--- src/logic/gpap_pkg.sv ---
package gpap_pkg;
  // ----------------------------------------
  // Register offsets (base words; aliases follow at +4/+8/+C)
  // ----------------------------------------
  localparam logic [11:0] GPAP_DIR_OFS = 12'h000;
  localparam logic [11:0] GPAP_PIN_OFS = 12'h010;
  localparam logic [11:0] GPAP_LAT_OFS = 12'h020;
  localparam logic [11:0] GPAP_ODC_OFS = 12'h030;
  localparam logic [11:0] GPAP_ANS_OFS = 12'h040;
  localparam logic [11:0] GPAP_PUE_OFS = 12'h050;
  localparam logic [11:0] GPAP_CNE_OFS = 12'h060;
  localparam logic [11:0] GPAP_CNF_OFS = 12'h070;
  // ----------------------------------------
  // Alias codes in address bits [3:2]
  // ----------------------------------------
  localparam logic [1:0] GPAP_OP_BASE = 2'h0;
  localparam logic [1:0] GPAP_OP_CLR = 2'h1;
  localparam logic [1:0] GPAP_OP_SET = 2'h2;
  localparam logic [1:0] GPAP_OP_INV = 2'h3;
  // ----------------------------------------
  // Reset values and alias read data
  // ----------------------------------------
  localparam logic [31:0] GPAP_DIR_RST = 32'hFFFFFFFF;
  localparam logic [31:0] GPAP_ANS_RST = 32'h00000000;
  localparam logic [31:0] GPAP_ZERO_RST = 32'h00000000;
  localparam logic [31:0] GPAP_ALIAS_RD = 32'h00000000;
endpackage

--- src/logic/gpap_sync.sv ---
`timescale 1ns/10ps
`default_nettype none
module gpap_sync #(
  parameter int W = 16
) (
  // Clock and reset
  input wire logic clk_i,
  input wire logic rst_n_i,
  // Data
  input wire logic [W-1:0] d_i,
  output logic [W-1:0] q_o,
  output logic [W-1:0] q_prev_o
);
  logic [W-1:0] meta_r;
  // ----------------------------------------
  // Two-stage synchroniser plus history stage
  // ----------------------------------------
  always_ff @(posedge clk_i or negedge rst_n_i)
  begin
    if (!rst_n_i)
    begin
      meta_r <= '0;
      q_o <= '0;
      q_prev_o <= '0;
    end
    else
    begin
      meta_r <= d_i;
      q_o <= meta_r; // [RULE19]
      q_prev_o <= q_o; // [RULE19]
    end
  end
endmodule // gpap_sync
`default_nettype wire

--- src/logic/gpap_top.sv ---
// Behaviour
// [RULE1] Direction bit 1 makes pin input, 0 makes it drive output.
// [RULE2] All direction bits reset to input.
// [RULE3] Analog-capable pins come out of reset in analog mode.
// [RULE4] Pin register reads synchronised pin levels, not the latch.
// [RULE5] Writes to the pin register land in the output latch.
// [RULE6] Latch reads last value written via latch or pin register.
// [RULE7] Unimplemented pin bits of direction, latch, pin read zero.
// [RULE8] Clear/set/invert aliases modify only bits written as 1.
// [RULE9] Aliases sit at base plus 0x4, 0x8, 0xC.
// [RULE10] Alias reads return undefined data; base shows effect.
// [RULE11] Software should toggle outputs via the pin invert alias.
// [RULE12] Analog-select bit 1 makes the pin digital.
// [RULE13] Software sets analog pins to select 0 and direction input.
// [RULE14] Analog pins have digital input disabled, pin bit reads 0.
// [RULE15] Analog-select resets to zero, all capable pins analog.
// [RULE16] Open-drain outputs drive low only and float high.
// [RULE17] Change on a selected notify pin raises interrupt request.
// [RULE18] Pull-up enable bit turns on that pin's weak pull-up.
// [RULE19] Inputs pass two flops; detector compares with previous sample.
// [RULE20] Change flag sticks until software clears; later change resets it. Here a later change sets the flag again, it never clears it.
`timescale 1ns/10ps
`default_nettype none
module gpap_top
  import gpap_pkg::*;
#(
  parameter int NPIN = 16,
  parameter logic [31:0] IMPL_MASK = 32'h0000FFFF,
  parameter logic [31:0] ANALOG_MASK = 32'h000000FF
) (
  // Clock and reset
  input wire logic CLK_SYS_I,
  input wire logic RST_N_I,
  // APB slave
  input wire logic PSEL_I,
  input wire logic PENABLE_I,
  input wire logic PWRITE_I,
  input wire logic [11:0] PADDR_I,
  input wire logic [31:0] PWDATA_I,
  output logic [31:0] PRDATA_O,
  output logic PREADY_O,
  output logic PSLVERR_O,
  // Pins
  input wire logic [NPIN-1:0] PIN_I,
  output logic [NPIN-1:0] PIN_O,
  output logic [NPIN-1:0] PIN_OE_N_O,
  output logic [NPIN-1:0] PULLUP_EN_O,
  output logic [NPIN-1:0] ANALOG_EN_O,
  // Change notification
  output logic CN_IRQ_O
);
  localparam logic [NPIN-1:0] IMPL = IMPL_MASK[NPIN-1:0];
  localparam logic [NPIN-1:0] ACAP = ANALOG_MASK[NPIN-1:0];

  // ----------------------------------------
  // Alias arithmetic
  // ----------------------------------------
  function automatic logic [NPIN-1:0] apply_op(input logic [1:0] op, input logic [NPIN-1:0] cur,
                                               input logic [NPIN-1:0] wd);
    case (op)
      GPAP_OP_CLR: apply_op = cur & ~wd; // [RULE8]
      GPAP_OP_SET: apply_op = cur | wd; // [RULE8]
      GPAP_OP_INV: apply_op = cur ^ wd; // [RULE8]
      default: apply_op = wd;
    endcase
  endfunction

  logic [NPIN-1:0] dir_r, lat_r, odc_r, ans_r, pue_r, cne_r, cnf_r;
  logic [NPIN-1:0] dir_nxt, lat_nxt, odc_nxt, ans_nxt, pue_nxt, cne_nxt, cnf_nxt;
  logic [NPIN-1:0] pin_s, pin_prev;
  logic [31:0] prdata_nxt;
  logic [NPIN-1:0] pin_o_nxt, oe_n_nxt;

  // ----------------------------------------
  // Bus decode
  // ----------------------------------------
  wire acc = PSEL_I && PENABLE_I;
  // Commit only at the ready edge, so an alias write is applied exactly once
  wire wr = acc && PWRITE_I && PREADY_O;
  wire [1:0] op = PADDR_I[3:2]; // [RULE9]
  wire [11:0] base = {PADDR_I[11:4], 4'h0};
  wire aligned = PADDR_I[1:0] == 2'h0;
  wire [NPIN-1:0] wd = PWDATA_I[NPIN-1:0];
  wire hit_dir = aligned && base == GPAP_DIR_OFS;
  wire hit_pin = aligned && base == GPAP_PIN_OFS;
  wire hit_lat = aligned && base == GPAP_LAT_OFS;
  wire hit_odc = aligned && base == GPAP_ODC_OFS;
  wire hit_ans = aligned && base == GPAP_ANS_OFS;
  wire hit_pue = aligned && base == GPAP_PUE_OFS;
  wire hit_cne = aligned && base == GPAP_CNE_OFS;
  wire hit_cnf = aligned && base == GPAP_CNF_OFS;
  wire mapped = hit_dir | hit_pin | hit_lat | hit_odc | hit_ans | hit_pue | hit_cne | hit_cnf;

  // ----------------------------------------
  // Input path
  // ----------------------------------------
  gpap_sync #(.W(NPIN)) u_sync (
    .clk_i(CLK_SYS_I),
    .rst_n_i(RST_N_I),
    .d_i(PIN_I),
    .q_o(pin_s),
    .q_prev_o(pin_prev)
  );

  // Analog pins: digital input gated off
  wire [NPIN-1:0] is_analog = ACAP & ~ans_r; // [RULE12]
  wire [NPIN-1:0] pin_dig = pin_s & ~is_analog & IMPL; // [RULE14] [RULE4] [RULE7]
  wire [NPIN-1:0] prev_dig = pin_prev & ~is_analog;
  wire [NPIN-1:0] changed = (pin_dig ^ prev_dig) & cne_r & IMPL; // [RULE19] [RULE17]

  // ----------------------------------------
  // Register next values
  // ----------------------------------------
  assign dir_nxt = (wr && hit_dir) ? apply_op(op, dir_r, wd) & IMPL : dir_r;
  // Pin writes go to the latch, same as latch writes
  assign lat_nxt = (wr && (hit_lat || hit_pin)) ? apply_op(op, lat_r, wd) & IMPL : lat_r; // [RULE5] [RULE6]
  assign odc_nxt = (wr && hit_odc) ? apply_op(op, odc_r, wd) & IMPL : odc_r;
  assign ans_nxt = (wr && hit_ans) ? apply_op(op, ans_r, wd) & IMPL : ans_r;
  assign pue_nxt = (wr && hit_pue) ? apply_op(op, pue_r, wd) & IMPL : pue_r;
  assign cne_nxt = (wr && hit_cne) ? apply_op(op, cne_r, wd) & IMPL : cne_r;
  // A change in the clear cycle wins over the clear
  assign cnf_nxt = ((wr && hit_cnf) ? apply_op(op, cnf_r, wd) : cnf_r) | changed; // [RULE20]

  // ----------------------------------------
  // Read mux
  // ----------------------------------------
  function automatic logic [31:0] widen(input logic [NPIN-1:0] v);
    widen = '0;
    widen[NPIN-1:0] = v;
  endfunction

  wire [NPIN-1:0] rd_base = hit_dir ? dir_r & IMPL : hit_pin ? pin_dig : hit_lat ? lat_r : hit_odc ? odc_r :
                            hit_ans ? ans_r : hit_pue ? pue_r : hit_cne ? cne_r : cnf_r; // [RULE7]
  // Alias reads defined here as zero, callers must not rely on it
  assign prdata_nxt = (!mapped || op != GPAP_OP_BASE) ? GPAP_ALIAS_RD : widen(rd_base); // [RULE10]

  // ----------------------------------------
  // Pad drive
  // ----------------------------------------
  // Open-drain: drive low only, float for a 1
  assign pin_o_nxt = lat_r & ~odc_r; // [RULE16]
  assign oe_n_nxt = dir_r | ~IMPL | (odc_r & lat_r); // [RULE1] [RULE16]

  // ----------------------------------------
  // Registers
  // ----------------------------------------
  always_ff @(posedge CLK_SYS_I or negedge RST_N_I)
  begin
    if (!RST_N_I)
    begin
      dir_r <= GPAP_DIR_RST[NPIN-1:0]; // [RULE2]
      lat_r <= '0;
      odc_r <= '0;
      ans_r <= GPAP_ANS_RST[NPIN-1:0]; // [RULE15] [RULE3]
      pue_r <= '0;
      cne_r <= '0;
      cnf_r <= '0;
    end
    else
    begin
      dir_r <= dir_nxt | ~IMPL;
      lat_r <= lat_nxt;
      odc_r <= odc_nxt;
      ans_r <= ans_nxt;
      pue_r <= pue_nxt;
      cne_r <= cne_nxt;
      cnf_r <= cnf_nxt;
    end
  end

  // ----------------------------------------
  // Registered outputs
  // ----------------------------------------
  always_ff @(posedge CLK_SYS_I or negedge RST_N_I)
  begin
    if (!RST_N_I)
    begin
      PRDATA_O <= '0;
      PREADY_O <= 1'b0;
      PSLVERR_O <= 1'b0;
      PIN_O <= '0;
      PIN_OE_N_O <= '1;
      PULLUP_EN_O <= '0;
      ANALOG_EN_O <= ACAP;
      CN_IRQ_O <= 1'b0;
    end
    else
    begin
      // One wait state: ready rises at the end of the first access cycle, drops after
      PREADY_O <= PSEL_I && PENABLE_I && !PREADY_O;
      // Read data stands only in the cycle that ready does
      PRDATA_O <= (PSEL_I && PENABLE_I && !PWRITE_I && !PREADY_O) ? prdata_nxt : '0;
      PSLVERR_O <= PSEL_I && PENABLE_I && !PREADY_O && !mapped;
      PIN_O <= pin_o_nxt;
      PIN_OE_N_O <= oe_n_nxt;
      PULLUP_EN_O <= pue_r & IMPL; // [RULE18]
      ANALOG_EN_O <= is_analog;
      CN_IRQ_O <= |cnf_r; // [RULE17]
    end
  end
endmodule // gpap_top
`default_nettype wire

--- config.mk ---
export PLATFORM = sky130hd
export DESIGN_NAME = gpap_top
export DESIGN_NICKNAME = d
export VERILOG_FILES = /design/src/logic/gpap_pkg.sv /design/src/logic/gpap_sync.sv /design/src/logic/gpap_top.sv
export SDC_FILE = /design/constraint.sdc
export NUM_CORES = 1
export LEC_CHECK = 0
export ABC_CLOCK_PERIOD_IN_PS = 2000
export BUFFER_PORTS_ARGS = -buffer_cell sky130_fd_sc_hd__buf_2
export CORE_MARGIN = 1.5
export CORE_UTILIZATION = 40
export DETAILED_ROUTE_END_ITERATION = 10
export HOLD_SLACK_MARGIN = 0.05
export PLACE_DENSITY = 0.66
export SYNTH_ARGS = -nofsm -noshare
export SYNTH_HDL_FRONTEND = slang
export SYNTH_SLANG_ARGS = --single-unit
--- constraint.sdc ---
create_clock -name CLK_SYS_I -period 2 [get_ports CLK_SYS_I]
set_input_delay 0.4 -clock CLK_SYS_I [delete_from_list [all_inputs] [get_ports CLK_SYS_I]]
set_output_delay 0.4 -clock CLK_SYS_I [all_outputs]
set_load 0.01 [all_outputs]
== Word level (Yosys, flattened, before mapping) ==
Index checks and enable logic that the tools add are counted.

* Flip-flop bits (word level): 235
* Input bits: 65
* Output and inout bits: 99

* Equality and inequality tests: 10
* Multiplexer cells: 17
* Bitwise gates (word level): 40
* Reductions and logical operators: 31

{| class="wikitable"
|+ Operator list
! cell !! count
|-
| $pmux 16 s3 || 7
|-
| $and 16x16->16 || 12
|-
| $mux 16 || 10
|-
| $or 16x16->16 || 9
|-
| $xor 16x16->16 || 8
|-
| $eq 8x3->1 const B || 4
|-
| $not 16->16 || 2
|-
| $logic_and 1x1->1 || 22
|-
| $eq 8x2->1 const B || 2
|-
| $not 8->16 || 1
|-
| $reduce_or 16->1 || 1
|-
| $logic_not 12->1 || 1
|-
| $eq 8x1->1 const B || 1
|-
| $not 8->8 || 1
|-
| $or 1x1->1 || 7
|-
| $eq 2x2->1 const B || 2
|-
| $logic_not 1->1 || 3
|-
| $eq 2x1->1 const B || 1
|-
| $logic_not 2->1 || 1
|-
| $logic_or 1x1->1 || 2
|-
| $reduce_bool 2->1 || 1
|}

== Depth between registers and ports, before layout ==
* Depth in word-level cells: 13
* Depth in mapped cells: 9
* Depth with buffers taken out: 7

== By module ==
Synthesis repeated with hierarchy kept, for this count alone.

* Cells, all modules: 1669
* Area, all modules: 15598.7 um^2

{| class="wikitable"
|+ Modules (own cells, without submodules)
! module !! instances !! cells an instance !! area each (um^2) !! seq. area each (um^2)
|-
| gpap_top || 1 || 1621 || 14397.6 || 4729.5
|-
| gpap_sync || 1 || 48 || 1201.2 || 1201.2
|}

== Worst setup path after synthesis ==
OpenSTA, ideal clock, no wires.

* Path kind: input to register
* Start point: input port PADDR_I[9]
* End point: register lat_r[3]
* Setup time: 124 ps
* Arrival time: 1877 ps
* Data required time: 1876 ps
* Path slack: -2 ps
* Stages on the path: 6
* Buffers on the path: 1
* Path through: or4_4 -> nor3_4 -> o211ai_4 -> buf_6 -> a211oi_2 -> a21oi_1

* Longest elaborated chain between the ends: 4

{| class="wikitable"
|+ Ends and longest elaborated chain
! element !! line !! RTL
|-
| start: declaration || gpap_top.sv:38 || <nowiki>input wire logic [11:0] PADDR_I,</nowiki>
|-
| $eq 8x2->1 / $eq 8x1->1 (equally long branches) || gpap_top.sv:86, gpap_top.sv:85 ||
|-
| $logic_and 1x1->1, on equally long branches || gpap_top.sv:86, gpap_top.sv:85 ||
|-
| $logic_or 1x1->1 * || gpap_top.sv:116 || <nowiki>assign lat_nxt = (wr && (hit_lat || hit_pin)) ? apply_op(op, lat_r, wd) & IMPL : lat_r;</nowiki>
|-
| $logic_and 1x1->1 * || gpap_top.sv:116 ||
|-
| end signal: assignment || gpap_top.sv:162 || <nowiki>lat_r <= lat_nxt;</nowiki>
|-
| end: declaration || gpap_top.sv:68 || <nowiki>logic [NPIN-1:0] dir_r, lat_r, odc_r, ans_r, pue_r, cne_r, cnf_r;</nowiki>
|}

Every way passes the cells marked *; elsewhere a longest branch is shown, timed or not.
A chain may end at the register's enable or synchronous reset.

== Final worst setup path ==
* Start point: register PREADY_O
* End point: register cnf_r[1]

* Longest elaborated chain between the ends: 4

{| class="wikitable"
|+ Ends and longest elaborated chain
! element !! line !! RTL
|-
| start: declaration || gpap_top.sv:41 || <nowiki>output logic PREADY_O,</nowiki>
|-
| start signal: assignment || gpap_top.sv:190 || <nowiki>PREADY_O <= PSEL_I && PENABLE_I && !PREADY_O;</nowiki>
|-
| $logic_and 1x1->1 || gpap_top.sv:79 || <nowiki>wire wr = acc && PWRITE_I && PREADY_O;</nowiki>
|-
| $logic_and 1x1->1 || gpap_top.sv:122 || <nowiki>assign cnf_nxt = ((wr && hit_cnf) ? apply_op(op, cnf_r, wd) : cnf_r) | changed;</nowiki>
|-
| $mux 16 || gpap_top.sv:122 ||
|-
| $or 16x16->16 || gpap_top.sv:122 ||
|-
| named net cnf_nxt[1] || gpap_top.sv:69 || <nowiki>logic [NPIN-1:0] dir_nxt, lat_nxt, odc_nxt, ans_nxt, pue_nxt, cne_nxt, cnf_nxt;</nowiki>
|-
| end signal: assignment || gpap_top.sv:167 || <nowiki>cnf_r <= cnf_nxt;</nowiki>
|-
| end: declaration || gpap_top.sv:68 ||
|}

The timed path passes the listed nets, and every way through them passes these cells.

==> reports/metrics.yaml <==
avgSynthCellArea_um2: 8.95
vias_per_cell: 5.52
antenna_found_initial: 3
area_growth_pct: 18.5
synthFlopType: "dfrtp_1"
power_density_nw_per_um2: 606
num_io_pins: 164
syn_area_um2: 15700
clockBufferDepth: 3
core_area_um2: 38600
clock_latency_ns: 0.57
cts_hold_buf: 17
leakage_nw: 8.87
drc_errors: 0
synth_warnings: 0
postRouteAntennaNets: 0
cts_num_sinks: 235
worst_slack_ns: 0.334
dp_hpwl_um: 34000
hold_violations: 0
gp_congestion: 0.923
critPathKind: "flip-flop to flip-flop"
numCtsBuffers: 29
grt.overflow.total: 0
drtIter0Drc: 1442
die_h_um: 201
slew_viol_final: 0
worst_setup_path_start_kind: "flip-flop"
worstPathRequired_ns: 2.46
cts.repair.resized: 0
dp_slack_ns: -0.175
setup_viol: 0
arrival_ns: 2.13
netlist_top_cells_area: "dfrtp_1, ha_1, a21oi_1, dfstp_2, o21ai_0"
fin_skew_ns: 0.0218
start_util: 0.406
synthCells: 1753
grt_pass1_wl_um: 74000
clock-root-buffer: "clkbuf_16"
crit_fanout: 16
cp_top_family: "simple AND/OR/NAND/NOR gates"
min_path_type: "input pin to flip-flop"
grt_pass1_vias: 13100
period_share: 0.833
crit_slowest_cell: "dfrtp_1"
synthArstFlopShare: 1.00
dieWidth_um: 201
rows: 72
synth_seq_cells: 235
synth.top_cell.area_share: 0.311
hold_ws_ns: 0.170
path_cells: "and4_1 -> nand4_1 -> buf_4 -> a211oi_1 -> a21oi_1 -> o31ai_1"
final_layout_size_suffix_gt1_frac: 0.193
synth_top_area_cell: "dfrtp_1"
cts_tree: "done"
drt-total-wl_um: 46500
p_total_mw: 11.3
grt_max_degree: 60
drtPass1Iterations: 6
slew_headroom: 0.482
io_buffers: 123
status: "completed"
end_kind: "flip-flop"
max-cap-violations: 0
htreeDepth: 1
grt.total_usage: 0.229
clk_pin_slew_worst_paths_ns: 0.06
via_count: 13600
ys_types: 62
post-route-min-period_ns: 1.67
synth-seq-area-share: 0.378
wl_per_cell_um: 18.8
final_nets: 2216
clock.fmax_ghz: 0.600
placedCellCount: 2397
rsz0062_at_grt: "false"
instances_no_fill: 2468
synth_edf_count: 0
cts_setup_buffers: 0
tightest_slew_ns: 0.775
peakVddDrop_v: 0.000635
fill_cells: 3621
slowest_delay_ns: 0.35
critical_path_buf_inv_count: 1
dieArea_um2: 40400
final_util: 0.481
[where the power goes]
group	total (mW)	switching [mW]	internal, mW
sequential	4.86	0.0410	4.82
clock	5.04	2.13	2.91
combinational	1.37	0.879	0.491
total	11.3	3.05	8.21
[cell usage after synthesis (5+ instances only)]
| cell type | count |
|---|---|
| nor3_1 | 38 |
| o21ai_0 | 145 |
| a21oi_1 | 233 |
| buf_1 | 8 |
| clkbuf_1 | 85 |
| nor2_1 | 143 |
| a211oi_2 | 28 |
| nand2_1 | 131 |
| nand4_1 | 8 |
| a22o_1 | 8 |
| buf_2 | 17 |
| xnor2_1 | 13 |
| nor2b_1 | 55 |
| a31oi_1 | 7 |
| a211oi_1 | 78 |
| a22oi_1 | 17 |
| a221oi_1 | 7 |
| o31ai_1 | 14 |
| dfstp_2 | 40 |
| nor4_1 | 6 |
| inv_1 | 131 |
| dfrtp_1 | 195 |
| ha_1 | 224 |
| o22ai_1 | 8 |
| o221ai_1 | 12 |
| nand3_1 | 5 |
| buf_4 | 26 |
[per-stage QoR]
stage / setup TNS, ns / area (um2)
after floorplan: -0.0170 / 15800
after global placement: -9.62 / 17500
after detailed placement: -11.08 / 17500
after CTS: 0 / 18600
after global routing: 0 / 18600
final: 0 / 18600
[registers in the layout, indices dropped and copies added, names as in the netlist, 16 cells and up]
| signal | count |
|---|---|
| PIN_O | 16 |
| PIN_OE_N_O | 16 |
| PRDATA_O | 16 |
| PULLUP_EN_O | 16 |
| ans_r | 16 |
| cne_r | 16 |
| cnf_r | 16 |
| dir_r | 16 |
| lat_r | 16 |
| odc_r | 16 |
| pue_r | 16 |
| u_sync.meta_r | 16 |
| u_sync.q_o | 16 |
| u_sync.q_prev_o | 16 |
[cell families after synthesis]
family          count (synthesis)  share of synthesized area
compound gates                586                      0.234
xor+xnor                       17                    0.00949
fa+ha+maj                     224                      0.179
buf+inv                       272                     0.0745
flops                         235                      0.378
mux                             4                    0.00255
other cells                     1                   0.000239
simple gates                  414                      0.123
[worst paths after layout]
check	from	end	slack (ns)	cells past startpoint
min	PENABLE_I	PREADY_O$_DFF_PN0_	0.17	2
min in group asynchronous	RST_N_I	u_sync.meta_r[9]$_DFF_PN0_	0.39	2
max reg2reg	PREADY_O$_DFF_PN0_	cnf_r[1]$_DFF_PN0_	0.33	6
max	PREADY_O$_DFF_PN0_	cnf_r[1]$_DFF_PN0_	0.33	6
min reg2reg	u_sync.meta_r[3]$_DFF_PN0_	u_sync.q_o[3]$_DFF_PN0_	0.35	0
max in group asynchronous	RST_N_I	PIN_OE_N_O[11]$_DFF_PN1_	0.91	3
[routing by layer]
layer,track usage,part of all wire,up-vias
li1,-,-,6422
met1,0.340,0.47,6585
met2,0.335,0.42,514
met3,0.0348,0.077,98
met4,0.0859,0.034,0
met5,0,0,-
[cell type report]
class	instances	area, um2	area share
Clock inverter	10	53.8	0.00289
Multi-Input combinational cell	1269	8690	0.467
Inverter	132	495	0.0266
Sequential cell	235	5930	0.319
Timing Repair Buffer	260	1940	0.104
Clock buffer	42	845	0.0454
Tap cell	518	648	0.0348
Antenna cell	2	5.00	0.000269
[placed cells by master (no fill, tap or decap), types with 5 or more instances in the layout]
cell type	Yosys	layout
a21oi_1	233	233
ha_1	224	224
dfrtp_1	195	195
o21ai_0	145	145
nor2_1	143	143
inv_1	131	131
nand2_1	131	131
buf_2	17	120
buf_4	26	102
a211oi_1	78	78
nor2b_1	55	55
dfstp_2	40	40
nor3_1	38	38
clkbuf_16	0	29
a211oi_2	28	28
conb_1	1	24
buf_12	0	18
a22oi_1	17	17
dlygate4sd3_1	0	17
o31ai_1	14	14
xnor2_1	13	13
o221ai_1	12	12
clkinv_2	0	9
nand4_1	8	8
o22ai_1	8	8
a22o_1	8	8
a31oi_1	7	7
a221oi_1	7	7
clkbuf_8	0	7
clkbuf_1	85	6
nand3_1	5	5
nor4_1	6	5
(Power assumes the default switching activity.)
